`src/common/scc_pkg.sv`:
```
// Shared constants and carrier types for the sensor core control registers.
// Assumes one system clock; register accesses arrive already decoded from the
// serial port front end on that same clock.
//
// Overview of operation
// - Reset bit write acks, then defaults, standby
// - Mode field: 0 standby, 1 program, 2 normal
// - Readback format: 0 block sum, 1 average
// - Overrun policy 0: overwrite oldest when full
// - Overrun policy 1 (default): discard when full
// - Second slot format 0 stores nothing; reserved codes
// - Codes 1/2: four-channel sum, 16 or 32 bits
// - Codes 4/6: four channels, 16 or 32 bits
// - Second slot stored only if averaging matches or first slot format is 0
// - Second slot runs only when enabled
// - First slot format at bits 4:2, same coding
package scc_pkg;

  // ----------------------------------------------------------------
  // Register offsets
  // ----------------------------------------------------------------
  localparam logic [7:0] SCC_OFS_SOFT_RESET = 8'h0f;
  localparam logic [7:0] SCC_OFS_MODE       = 8'h10;
  localparam logic [7:0] SCC_OFS_FIFO_SLOT  = 8'h11;

  // ----------------------------------------------------------------
  // Field positions
  // ----------------------------------------------------------------
  localparam int SCC_BIT_SOFT_RESET   = 0;
  localparam int SCC_BIT_RDOUT_FMT    = 13;
  localparam int SCC_BIT_OVRN_POLICY  = 12;
  localparam int SCC_POS_SLOTB_FMT    = 6;
  localparam int SCC_BIT_SECOND_SLOT_ENABLE     = 5;
  localparam int SCC_POS_SLOTA_FMT    = 2;
  localparam int SCC_FMT_W            = 3;

  // ----------------------------------------------------------------
  // Values after reset
  // ----------------------------------------------------------------
  localparam logic       SCC_RST_RDOUT_FMT   = 1'h0;
  localparam logic       SCC_RST_OVRN_POLICY = 1'h1;
  localparam logic [2:0] SCC_RST_FMT         = 3'h0;
  localparam logic       SCC_RST_SECOND_SLOT_ENABLE    = 1'h0;

  // ----------------------------------------------------------------
  // Encodings
  // ----------------------------------------------------------------
  typedef enum logic [1:0] {
    SCC_MODE_STANDBY,
    SCC_MODE_PROGRAM,
    SCC_MODE_NORMAL
  } scc_mode_e;

  localparam logic [2:0] SCC_FMT_NONE  = 3'h0;
  localparam logic [2:0] SCC_FMT_SUM16 = 3'h1;
  localparam logic [2:0] SCC_FMT_SUM32 = 3'h2;
  localparam logic [2:0] SCC_FMT_CH16  = 3'h4;
  localparam logic [2:0] SCC_FMT_CH32  = 3'h6;

  // FIFO word counts per sample for each format
  localparam logic [3:0] SCC_WORDS_SUM16 = 4'h1;
  localparam logic [3:0] SCC_WORDS_SUM32 = 4'h2;
  localparam logic [3:0] SCC_WORDS_CH16  = 4'h4;
  localparam logic [3:0] SCC_WORDS_CH32  = 4'h8;

  // ----------------------------------------------------------------
  // Carriers
  // ----------------------------------------------------------------
  typedef struct packed {
    logic        wr;
    logic        rd;
    logic [7:0]  addr;
    logic [15:0] wdata;
  } scc_reg_req_s;

  typedef struct packed {
    logic             valid;
    logic [3:0][15:0] ch16;
    logic [3:0][31:0] ch32;
  } scc_sample_s;

  typedef struct packed {
    logic       rdout_fmt;
    logic       ovrn_policy;
    logic [2:0] slotb_fmt;
    logic       second_slot_enable;
    logic [2:0] slota_fmt;
  } scc_cfg_s;

  // Words pushed per sample; reserved codes push nothing
  function automatic logic [3:0] scc_words(input logic [2:0] fmt);
    case (fmt)
      SCC_FMT_SUM16: scc_words = SCC_WORDS_SUM16;
      SCC_FMT_SUM32: scc_words = SCC_WORDS_SUM32;
      SCC_FMT_CH16:  scc_words = SCC_WORDS_CH16;
      SCC_FMT_CH32:  scc_words = SCC_WORDS_CH32;
      default:       scc_words = 4'h0;
    endcase
  endfunction

endpackage

```
`src/core/scc_regs.sv`:
```
// Control register bank: soft reset, operating mode, FIFO and slot setup,
// plus the second slot's FIFO word serialiser.
// Assumes a serial port front end delivers decoded accesses on i_clock and
// that averaging factors come from the timing registers on the same clock.
`timescale 1ns/1ps
module scc_regs #(
  parameter int SUM_W = 27
) (
  // Clock and reset
  input  wire logic                     i_clock,
  input  wire logic                     i_sys_rst,
  // Register port
  input  wire scc_pkg::scc_reg_req_s    i_reg,
  output logic                          o_reg_ack,
  output logic [15:0]                   o_reg_rdata,
  // Configuration out
  output scc_pkg::scc_mode_e            o_mode,
  output scc_pkg::scc_cfg_s             o_cfg,
  output logic                          o_soft_reset,
  // Second slot samples
  input  wire logic [2:0]               i_avg_factor_a,
  input  wire logic [2:0]               i_avg_factor_b,
  input  wire scc_pkg::scc_sample_s     i_slotb,
  output logic                          o_slotb_run,
  output logic                          o_slotb_ready,
  // FIFO side
  input  wire logic                     i_fifo_full,
  output logic                          o_fifo_push,
  output logic                          o_fifo_drop_oldest,
  output logic [15:0]                   o_fifo_word,
  output logic                          o_overrun_seen,
  // Extended readback
  input  wire logic [SUM_W-1:0]         i_block_sum,
  output logic      [SUM_W-1:0]         o_readback_value
);

  // ----------------------------------------------------------------
  // State
  // ----------------------------------------------------------------
  typedef struct packed {
    logic             pending;
    logic             ack;
    logic [15:0]      rdata;
    scc_pkg::scc_mode_e mode;
    scc_pkg::scc_cfg_s  cfg;
    logic             busy;
    logic [3:0]       left;
    logic [2:0]       idx;
    logic [7:0][15:0] words;
  } scc_state_s;

  scc_state_s st;
  scc_state_s next_st;

  function automatic scc_state_s scc_reset_state();
    scc_state_s r;
    r                 = '0;
    r.mode            = scc_pkg::SCC_MODE_STANDBY;
    r.cfg.rdout_fmt   = scc_pkg::SCC_RST_RDOUT_FMT;
    r.cfg.ovrn_policy = scc_pkg::SCC_RST_OVRN_POLICY;
    r.cfg.slotb_fmt   = scc_pkg::SCC_RST_FMT;
    r.cfg.second_slot_enable    = scc_pkg::SCC_RST_SECOND_SLOT_ENABLE;
    r.cfg.slota_fmt   = scc_pkg::SCC_RST_FMT;
    return r;
  endfunction

  // ----------------------------------------------------------------
  // Sample decode
  // ----------------------------------------------------------------
  logic [17:0] sum16_wide;
  logic [15:0] sum16;
  logic [31:0] sum32;
  logic        slotb_avail;
  logic [3:0]  nwords;
  logic        accept;
  logic [15:0] cfg_word;

  // 16-bit sum saturates rather than wrapping, so a bright scene never reads dark
  assign sum16_wide = {2'h0, i_slotb.ch16[0]} + {2'h0, i_slotb.ch16[1]}
                    + {2'h0, i_slotb.ch16[2]} + {2'h0, i_slotb.ch16[3]};
  assign sum16      = (sum16_wide[17:16] != 2'h0) ? 16'hffff : sum16_wide[15:0];
  assign sum32      = i_slotb.ch32[0] + i_slotb.ch32[1] + i_slotb.ch32[2] + i_slotb.ch32[3];

  // Second slot joins the FIFO only with matching averaging or an idle first slot
  assign slotb_avail = (i_avg_factor_a == i_avg_factor_b)
                    || (st.cfg.slota_fmt == scc_pkg::SCC_FMT_NONE);
  assign nwords      = scc_pkg::scc_words(st.cfg.slotb_fmt);
  assign o_slotb_run = st.cfg.second_slot_enable && (st.mode == scc_pkg::SCC_MODE_NORMAL);
  assign o_slotb_ready = !st.busy && !st.pending;
  assign accept = o_slotb_ready && i_slotb.valid && o_slotb_run && slotb_avail
               && (nwords != 4'h0);

  always_comb begin
    cfg_word = 16'h0000;
    cfg_word[scc_pkg::SCC_BIT_RDOUT_FMT]   = st.cfg.rdout_fmt;
    cfg_word[scc_pkg::SCC_BIT_OVRN_POLICY] = st.cfg.ovrn_policy;
    cfg_word[scc_pkg::SCC_POS_SLOTB_FMT +: scc_pkg::SCC_FMT_W] = st.cfg.slotb_fmt;
    cfg_word[scc_pkg::SCC_BIT_SECOND_SLOT_ENABLE]    = st.cfg.second_slot_enable;
    cfg_word[scc_pkg::SCC_POS_SLOTA_FMT +: scc_pkg::SCC_FMT_W] = st.cfg.slota_fmt;
  end

  // ----------------------------------------------------------------
  // Next state
  // ----------------------------------------------------------------
  always_comb begin
    next_st     = st;
    next_st.ack = 1'b0;
    if (st.pending) begin
      // Write already acknowledged; now everything returns to defaults
      next_st = scc_reset_state();
    end else begin
      if (i_reg.wr || i_reg.rd) begin
        next_st.ack   = 1'b1;
        next_st.rdata = 16'h0000;
      end
      if (i_reg.rd) begin
        case (i_reg.addr)
          scc_pkg::SCC_OFS_MODE:      next_st.rdata = {14'h0000, st.mode};
          scc_pkg::SCC_OFS_FIFO_SLOT: next_st.rdata = cfg_word;
          default:                    next_st.rdata = 16'h0000;
        endcase
      end
      if (i_reg.wr) begin
        case (i_reg.addr)
          scc_pkg::SCC_OFS_SOFT_RESET: begin
            if (i_reg.wdata[scc_pkg::SCC_BIT_SOFT_RESET]) begin
              next_st.pending = 1'b1;
            end
          end
          scc_pkg::SCC_OFS_MODE: begin
            // Code 3 is unassigned, so such a write leaves the mode alone
            if (i_reg.wdata[1:0] != 2'h3) begin
              next_st.mode = scc_pkg::scc_mode_e'(i_reg.wdata[1:0]);
            end
          end
          scc_pkg::SCC_OFS_FIFO_SLOT: begin
            next_st.cfg.rdout_fmt   = i_reg.wdata[scc_pkg::SCC_BIT_RDOUT_FMT];
            next_st.cfg.ovrn_policy = i_reg.wdata[scc_pkg::SCC_BIT_OVRN_POLICY];
            next_st.cfg.slotb_fmt   = i_reg.wdata[scc_pkg::SCC_POS_SLOTB_FMT +: scc_pkg::SCC_FMT_W];
            next_st.cfg.second_slot_enable    = i_reg.wdata[scc_pkg::SCC_BIT_SECOND_SLOT_ENABLE];
            next_st.cfg.slota_fmt   = i_reg.wdata[scc_pkg::SCC_POS_SLOTA_FMT +: scc_pkg::SCC_FMT_W];
          end
          default: begin
          end
        endcase
      end
      // Serialiser: one 16-bit word per cycle, upper half of 32-bit values first
      if (st.busy) begin
        next_st.idx  = st.idx + 3'h1;
        next_st.left = st.left - 4'h1;
        if (st.left == 4'h1) begin
          next_st.busy = 1'b0;
        end
      end else if (accept) begin
        next_st.busy  = 1'b1;
        next_st.left  = nwords;
        next_st.idx   = 3'h0;
        next_st.words = '0;
        case (st.cfg.slotb_fmt)
          scc_pkg::SCC_FMT_SUM16: begin
            next_st.words[0] = sum16;
          end
          scc_pkg::SCC_FMT_SUM32: begin
            next_st.words[0] = sum32[31:16];
            next_st.words[1] = sum32[15:0];
          end
          scc_pkg::SCC_FMT_CH16: begin
            for (int k = 0; k < 4; k++) begin
              next_st.words[k] = i_slotb.ch16[k];
            end
          end
          default: begin
            for (int k = 0; k < 4; k++) begin
              next_st.words[2*k]   = i_slotb.ch32[k][31:16];
              next_st.words[2*k+1] = i_slotb.ch32[k][15:0];
            end
          end
        endcase
      end
    end
  end

  always_ff @(posedge i_clock) begin
    if (i_sys_rst) begin
      st <= scc_reset_state();
    end else begin
      st <= next_st;
    end
  end

  // ----------------------------------------------------------------
  // Sub-blocks
  // ----------------------------------------------------------------
  scc_fifo_gate u_gate (
    .i_clock        (i_clock),
    .i_sys_rst      (i_sys_rst),
    .i_clear        (st.pending),
    .i_word_valid   (st.busy),
    .i_policy       (st.cfg.ovrn_policy),
    .i_fifo_full    (i_fifo_full),
    .o_push         (o_fifo_push),
    .o_drop_oldest  (o_fifo_drop_oldest),
    .o_overrun_seen (o_overrun_seen)
  );

  scc_readback #(
    .SUM_W (SUM_W)
  ) u_readback (
    .i_clock     (i_clock),
    .i_sys_rst   (i_sys_rst),
    .i_block_sum (i_block_sum),
    .i_log2_n    (i_avg_factor_b),
    .i_avg_mode  (st.cfg.rdout_fmt),
    .o_value     (o_readback_value)
  );

  assign o_reg_ack    = st.ack;
  assign o_reg_rdata  = st.rdata;
  assign o_mode       = st.mode;
  assign o_cfg        = st.cfg;
  assign o_soft_reset = st.pending;
  assign o_fifo_word  = st.words[st.idx];

  // ----------------------------------------------------------------
  // Checks
  // ----------------------------------------------------------------
  logic reset_wr;
  logic accept_q;
  assign reset_wr = i_reg.wr && !st.pending && (i_reg.addr == scc_pkg::SCC_OFS_SOFT_RESET)
                 && i_reg.wdata[scc_pkg::SCC_BIT_SOFT_RESET];
  assign accept_q = accept;
endmodule

```
`src/core/scc_fifo_gate.sv`:
```
// FIFO write gate applying the overrun policy to each outgoing word.
// Assumes the FIFO full flag is on the same clock and valid in the push cycle.
`timescale 1ns/1ps
module scc_fifo_gate (
  // Clock and reset
  input  wire logic i_clock,
  input  wire logic i_sys_rst,
  input  wire logic i_clear,
  // Word source and policy
  input  wire logic i_word_valid,
  input  wire logic i_policy,
  // FIFO side
  input  wire logic i_fifo_full,
  output logic      o_push,
  output logic      o_drop_oldest,
  output logic      o_overrun_seen
);

  logic overrun;
  logic next_overrun;

  // Policy 0 overwrites the oldest entry; policy 1 drops the new word
  assign o_push        = i_word_valid && (!i_fifo_full || !i_policy);
  assign o_drop_oldest = i_word_valid && i_fifo_full && !i_policy;

  always_comb begin
    next_overrun = overrun || (i_word_valid && i_fifo_full);
    if (i_clear) begin
      next_overrun = 1'b0;
    end
  end

  always_ff @(posedge i_clock) begin
    if (i_sys_rst) begin
      overrun <= 1'b0;
    end else begin
      overrun <= next_overrun;
    end
  end

  assign o_overrun_seen = overrun;
endmodule

```
`src/core/scc_readback.sv`:
```
// Extended data readback: block sum or block average of N samples.
// Assumes N is two to the power of the averaging factor.
`timescale 1ns/1ps
module scc_readback #(
  parameter int SUM_W = 27
) (
  // Clock and reset
  input  wire logic             i_clock,
  input  wire logic             i_sys_rst,
  // Accumulated block and settings
  input  wire logic [SUM_W-1:0] i_block_sum,
  input  wire logic [2:0]       i_log2_n,
  input  wire logic             i_avg_mode,
  // Readback value
  output logic      [SUM_W-1:0] o_value
);

  logic [SUM_W-1:0] value;
  logic [SUM_W-1:0] next_value;

  // Truncating average; the shift keeps this free of a divider
  always_comb begin
    next_value = i_avg_mode ? (i_block_sum >> i_log2_n) : i_block_sum;
  end

  always_ff @(posedge i_clock) begin
    if (i_sys_rst) begin
      value <= '0;
    end else begin
      value <= next_value;
    end
  end

  assign o_value = value;
endmodule

```
`config.mk`:
```
export PLATFORM = sky130hd
export DESIGN_NAME = scc_regs
export DESIGN_NICKNAME = d
export VERILOG_FILES = /design/src/common/scc_pkg.sv /design/src/core/scc_regs.sv /design/src/core/scc_fifo_gate.sv /design/src/core/scc_readback.sv
export SDC_FILE = /design/constraint.sdc
export NUM_CORES = 1
export LEC_CHECK = 0
export ABC_AREA = 1
export CORE_ASPECT_RATIO = 1.75
export CORE_MARGIN = 2
export CORE_UTILIZATION = 60
export CTS_BUF_LIST = sky130_fd_sc_hd__clkbuf_16
export DETAILED_ROUTE_END_ITERATION = 7
export DONT_BUFFER_PORTS = 1
export GPL_TIMING_DRIVEN = 0
export PLACE_DENSITY = 0.79
export REMOVE_ABC_BUFFERS = 1
export SLEW_MARGIN = 25
export SYNTH_ARGS = -nofsm -noshare
export SYNTH_HDL_FRONTEND = slang
export SYNTH_HIERARCHICAL = 1
export SYNTH_SLANG_ARGS = --single-unit
export TNS_END_PERCENT = 30
```
`constraint.sdc`:
```
create_clock -name i_clock -period 4 [get_ports i_clock]
set_input_delay 0.2 -clock i_clock [delete_from_list [all_inputs] [get_ports i_clock]]
set_output_delay 0.2 -clock i_clock [all_outputs]
set_load 0.02 [all_outputs]
```
==> results.json <==
{
  "p_leak_nw": 9.156,
  "grt_max_degree": 111,
  "port_buffers": 0,
  "clockBufferDepth": 2,
  "layout_setup_ws_ps": 171.8,
  "die_h_um": 221.1,
  "syn_area_per_cell_um2": 6.506,
  "p_seq_share_pct": 28.7,
  "critPathMaxFanout": 47,
  "place_ws_ps": -359.6,
  "core_area_um2": 26590,
  "drc_errors": 0,
  "p_sw_mw": 2.829,
  "r2r_start": "o_cfg[4]$_SDFFE_PP0P_",
  "overflow": 0,
  "yosysSeqAreaShare_pct": 23.29,
  "final_hold_viol_count": 0,
  "ys_warn_count": 6,
  "clock_sinks": 188,
  "hp-class": "in2reg",
  "startpoint": "o_cfg[4]$_SDFFE_PP0P_",
  "drt-initial-drc-count": 2070,
  "slowest_delay_ps": 640,
  "diodes": 0,
  "synthCells": 2484,
  "finalWirelength_mm": 60.20,
  "synth_cell_types": 51,
  "crit_end": "st[95]$_SDFFE_PP0P_",
  "rsz0062_at_grt": "no",
  "ant_nets": 0,
  "syn_area_um2": 16160,
  "post-place-cells": 2691,
  "skew_ps": 9.208,
  "switching_share_pct": 42.44,
  "slowest_stage": "nor3_4",
  "initial_core_util_pct": 60.78,
  "via_per_inst": 6.047,
  "setup_viol": 0,
  "row_count": 79,
  "timing.fmax_ghz": 0.2612,
  "num_vias": 17690,
  "p_per_area_nw_per_um2": 355.6,
  "layout_min_cycle_time_ps": 3828,
  "worst_slew_pin_slew_ps": 1043,
  "dpl.hpwl_mm": 41.03,
  "final-instance-count-excl-fill": 2926,
  "cp_cell_sequence": "inv_2, nand2_1, nor2_4, nor3_4, buf_8, nand2_1, nand3_4, buf_12, nor2_4, buf_12, buf_16, a22oi_1, nor2_1",
  "cap_violations": 0,
  "clkTransAtPathRegs_ps": 80,
  "combPwrFrac_pct": 44.4,
  "synthFlopType": "dfxtp_1",
  "wl_per_cell_um": 20.57,
  "gr-usage-met1_pct": 43.86,
  "required_ps": 4330,
  "ios": 332,
  "worstSetupPathType": "reg2reg",
  "grt_usage_pct": 42.44,
  "firstDrtPassIters": 8,
  "grt_use_met3_pct": 8.172,
  "cts_root_buf": "clkbuf_16",
  "drive_gt1_share_pct": 4.458,
  "worstPathArrival_ps": 4160,
  "async_flop_share_pct": 0,
  "areaGrowthSynthToFinish_pct": 15.99,
  "synth_edf_count": 0,
  "die_area_um2": 28310,
  "rr_worst_depth": 13,
  "final_common_cell": "nand2_1",
  "routabilityCongestion": 0.9951,
  "antenna_found_initial": 1,
  "outcome": "complete, no violations",
  "power_frac_clock_pct": 27.0,
  "clk_latency_ps": 470,
  "ys_seq_elements": 188,
  "fin_crit_sh_pct": 95.70,
  "fin_nets": 2989,
  "reg2reg_slack_ps": 170,
  "cts_made_buffers": 17,
  "grt_pass1_wl_mm": 92.94,
  "htree_levels": 4,
  "critPathLaunchType": "register",
  "r2r_end": "st[95]$_SDFFE_PP0P_",
  "report.final.slew_viol_count": 0,
  "use_met2_pct": 73.80,
  "cts_tree": "done",
  "max-vdd-ir-drop_mv": 0.3648,
  "dpl-instance-area_um2": 16120,
  "p_int_mw": 3.837,
  "grt_pass1_vias": 17930,
  "endpoint_kind": "register",
  "busiest_layer": "met2",
  "setup_tns_ps": 0,
  "die_x_um": 128.1,
  "slew_headroom_pct": 30.37,
  "most-common-layout-cells": "nand2_1, inv_1, nor2_1",
  "fin_area_um2": 18740
}
## synth_stat cells (all sizes together) (2+ instances only)
cell      n  share of area (%)
nor3     13               0.61
buf      76                3.5
clkinv    2              0.046
clkbuf   56                1.3
a211oi    3               0.14
dfxtp   188                 23
xor2      7               0.38
nand3b    7               0.33
a41oi     6               0.33
o21ai   103                3.2
or2      10               0.39
ha       51                3.9
fa       94                 12
inv     482                 11
nand4     9               0.35
and2      6               0.23
xnor2    13               0.70
o22ai    19               0.74
nand2   620                 15
a22oi    69                3.2
nand3   224                7.6
a21oi    92                2.8
nor2    267                6.4
a31oi    51                2.0
o21bai    4               0.19
## worst max-delay path: cells and delay by family (launching register included)
family                 cells  cell delay, ps
AND/OR/NAND/NOR            7            1730
flip-flops                 1             590
AO/OA/AOI/OAI              1             230
buffers and inverters      5            1090
## per-layer routing
layer | vias up | share of wire (%)
li1 | 7963 | -
met1 | 8063 | 32
met2 | 1256 | 50
met3 | 410 | 8.4
met4 | 2 | 9.1
met5 | - | 0.018
## power by group through the flow
stage / logic [mW] / clock network (mW) / registers, mW
floorplan: 1.96 / 0 / 1.95
global placement: 2.68 / 0 / 1.96
detailed placement: 2.72 / 0 / 1.95
CTS: 2.91 / 1.79 / 1.91
global route: 3.30 / 1.87 / 1.91
finish: 2.96 / 1.80 / 1.91
## cells by family (layout without fill, tap and decap cells)
| group | after synthesis | in the layout | share of synthesized area, % |
|---|---|---|---|
| flip-flops | 188 | 188 | 23.29 |
| XOR/XNOR | 20 | 20 | 1.084 |
| AND/OR/NAND/NOR | 1158 | 1160 | 30.85 |
| other | 1 | 5 | 0.02320 |
| AO/OA/AOI/OAI | 356 | 356 | 13.05 |
| buffers and inverters | 616 | 728 | 16.10 |
| adder cells (fa/ha/maj) | 145 | 145 | 15.59 |
## worst min path at each step
stage / depth (start not counted) / endpoint / startpoint
after CTS: 4 / o_mode[1]$_SDFFE_PP0P_ / i_reg[25]
after detailed placement: 1 / u_readback/o_value[22]$_SDFF_PP0_ / i_sys_rst
final: 2 / st[25]$_SDFFE_PP0P_ / i_slotb[9]
after global placement: 1 / u_readback/o_value[24]$_SDFF_PP0_ / i_sys_rst
after global routing: 2 / st[25]$_SDFFE_PP0P_ / i_slotb[9]
after floorplan: 1 / u_readback/o_value[22]$_SDFF_PP0_ / i_sys_rst
## sequential cells by signal, summed over array words and instances (netlist names)
register / count
o_mode: 2
st: 136
o_reg_ack: 1
o_soft_reset: 1
o_cfg: 9
o_reg_rdata: 11
u_gate/o_overrun_seen: 1
u_readback/o_value: 27
## timing repair
item	4_1_cts	5_1_grt
setup endpoints to repair	88	27
gates resized for setup	0	1
hold endpoints to repair	160	0
hold buffers	199	0
cloned	1	1
pin swaps	3	0
setup buffers	2	0
## metrics by stage
stage	util [%]	power, mW	hold slack [ps]
after detailed placement	60.61	4.676	275.4
final	70.50	6.665	23.56
after CTS	70.45	6.608	3.199
after global routing	70.50	7.078	19.68
after floorplan	-	3.913	269.1
after global placement	59.44	4.634	273.1
## layout make-up
type | instances | area [um2]
well taps | 324 | 405.4
clock buffers | 17 | 425.4
fillers | 2145 | 7845
repair buffers | 212 | 2262
flip-flops and latches | 188 | 3770
multi-input cells | 1686 | 9864
inverters | 484 | 1838
clock inverters | 15 | 178.9
No activity file was read; power rests on OpenSTA's default activity.
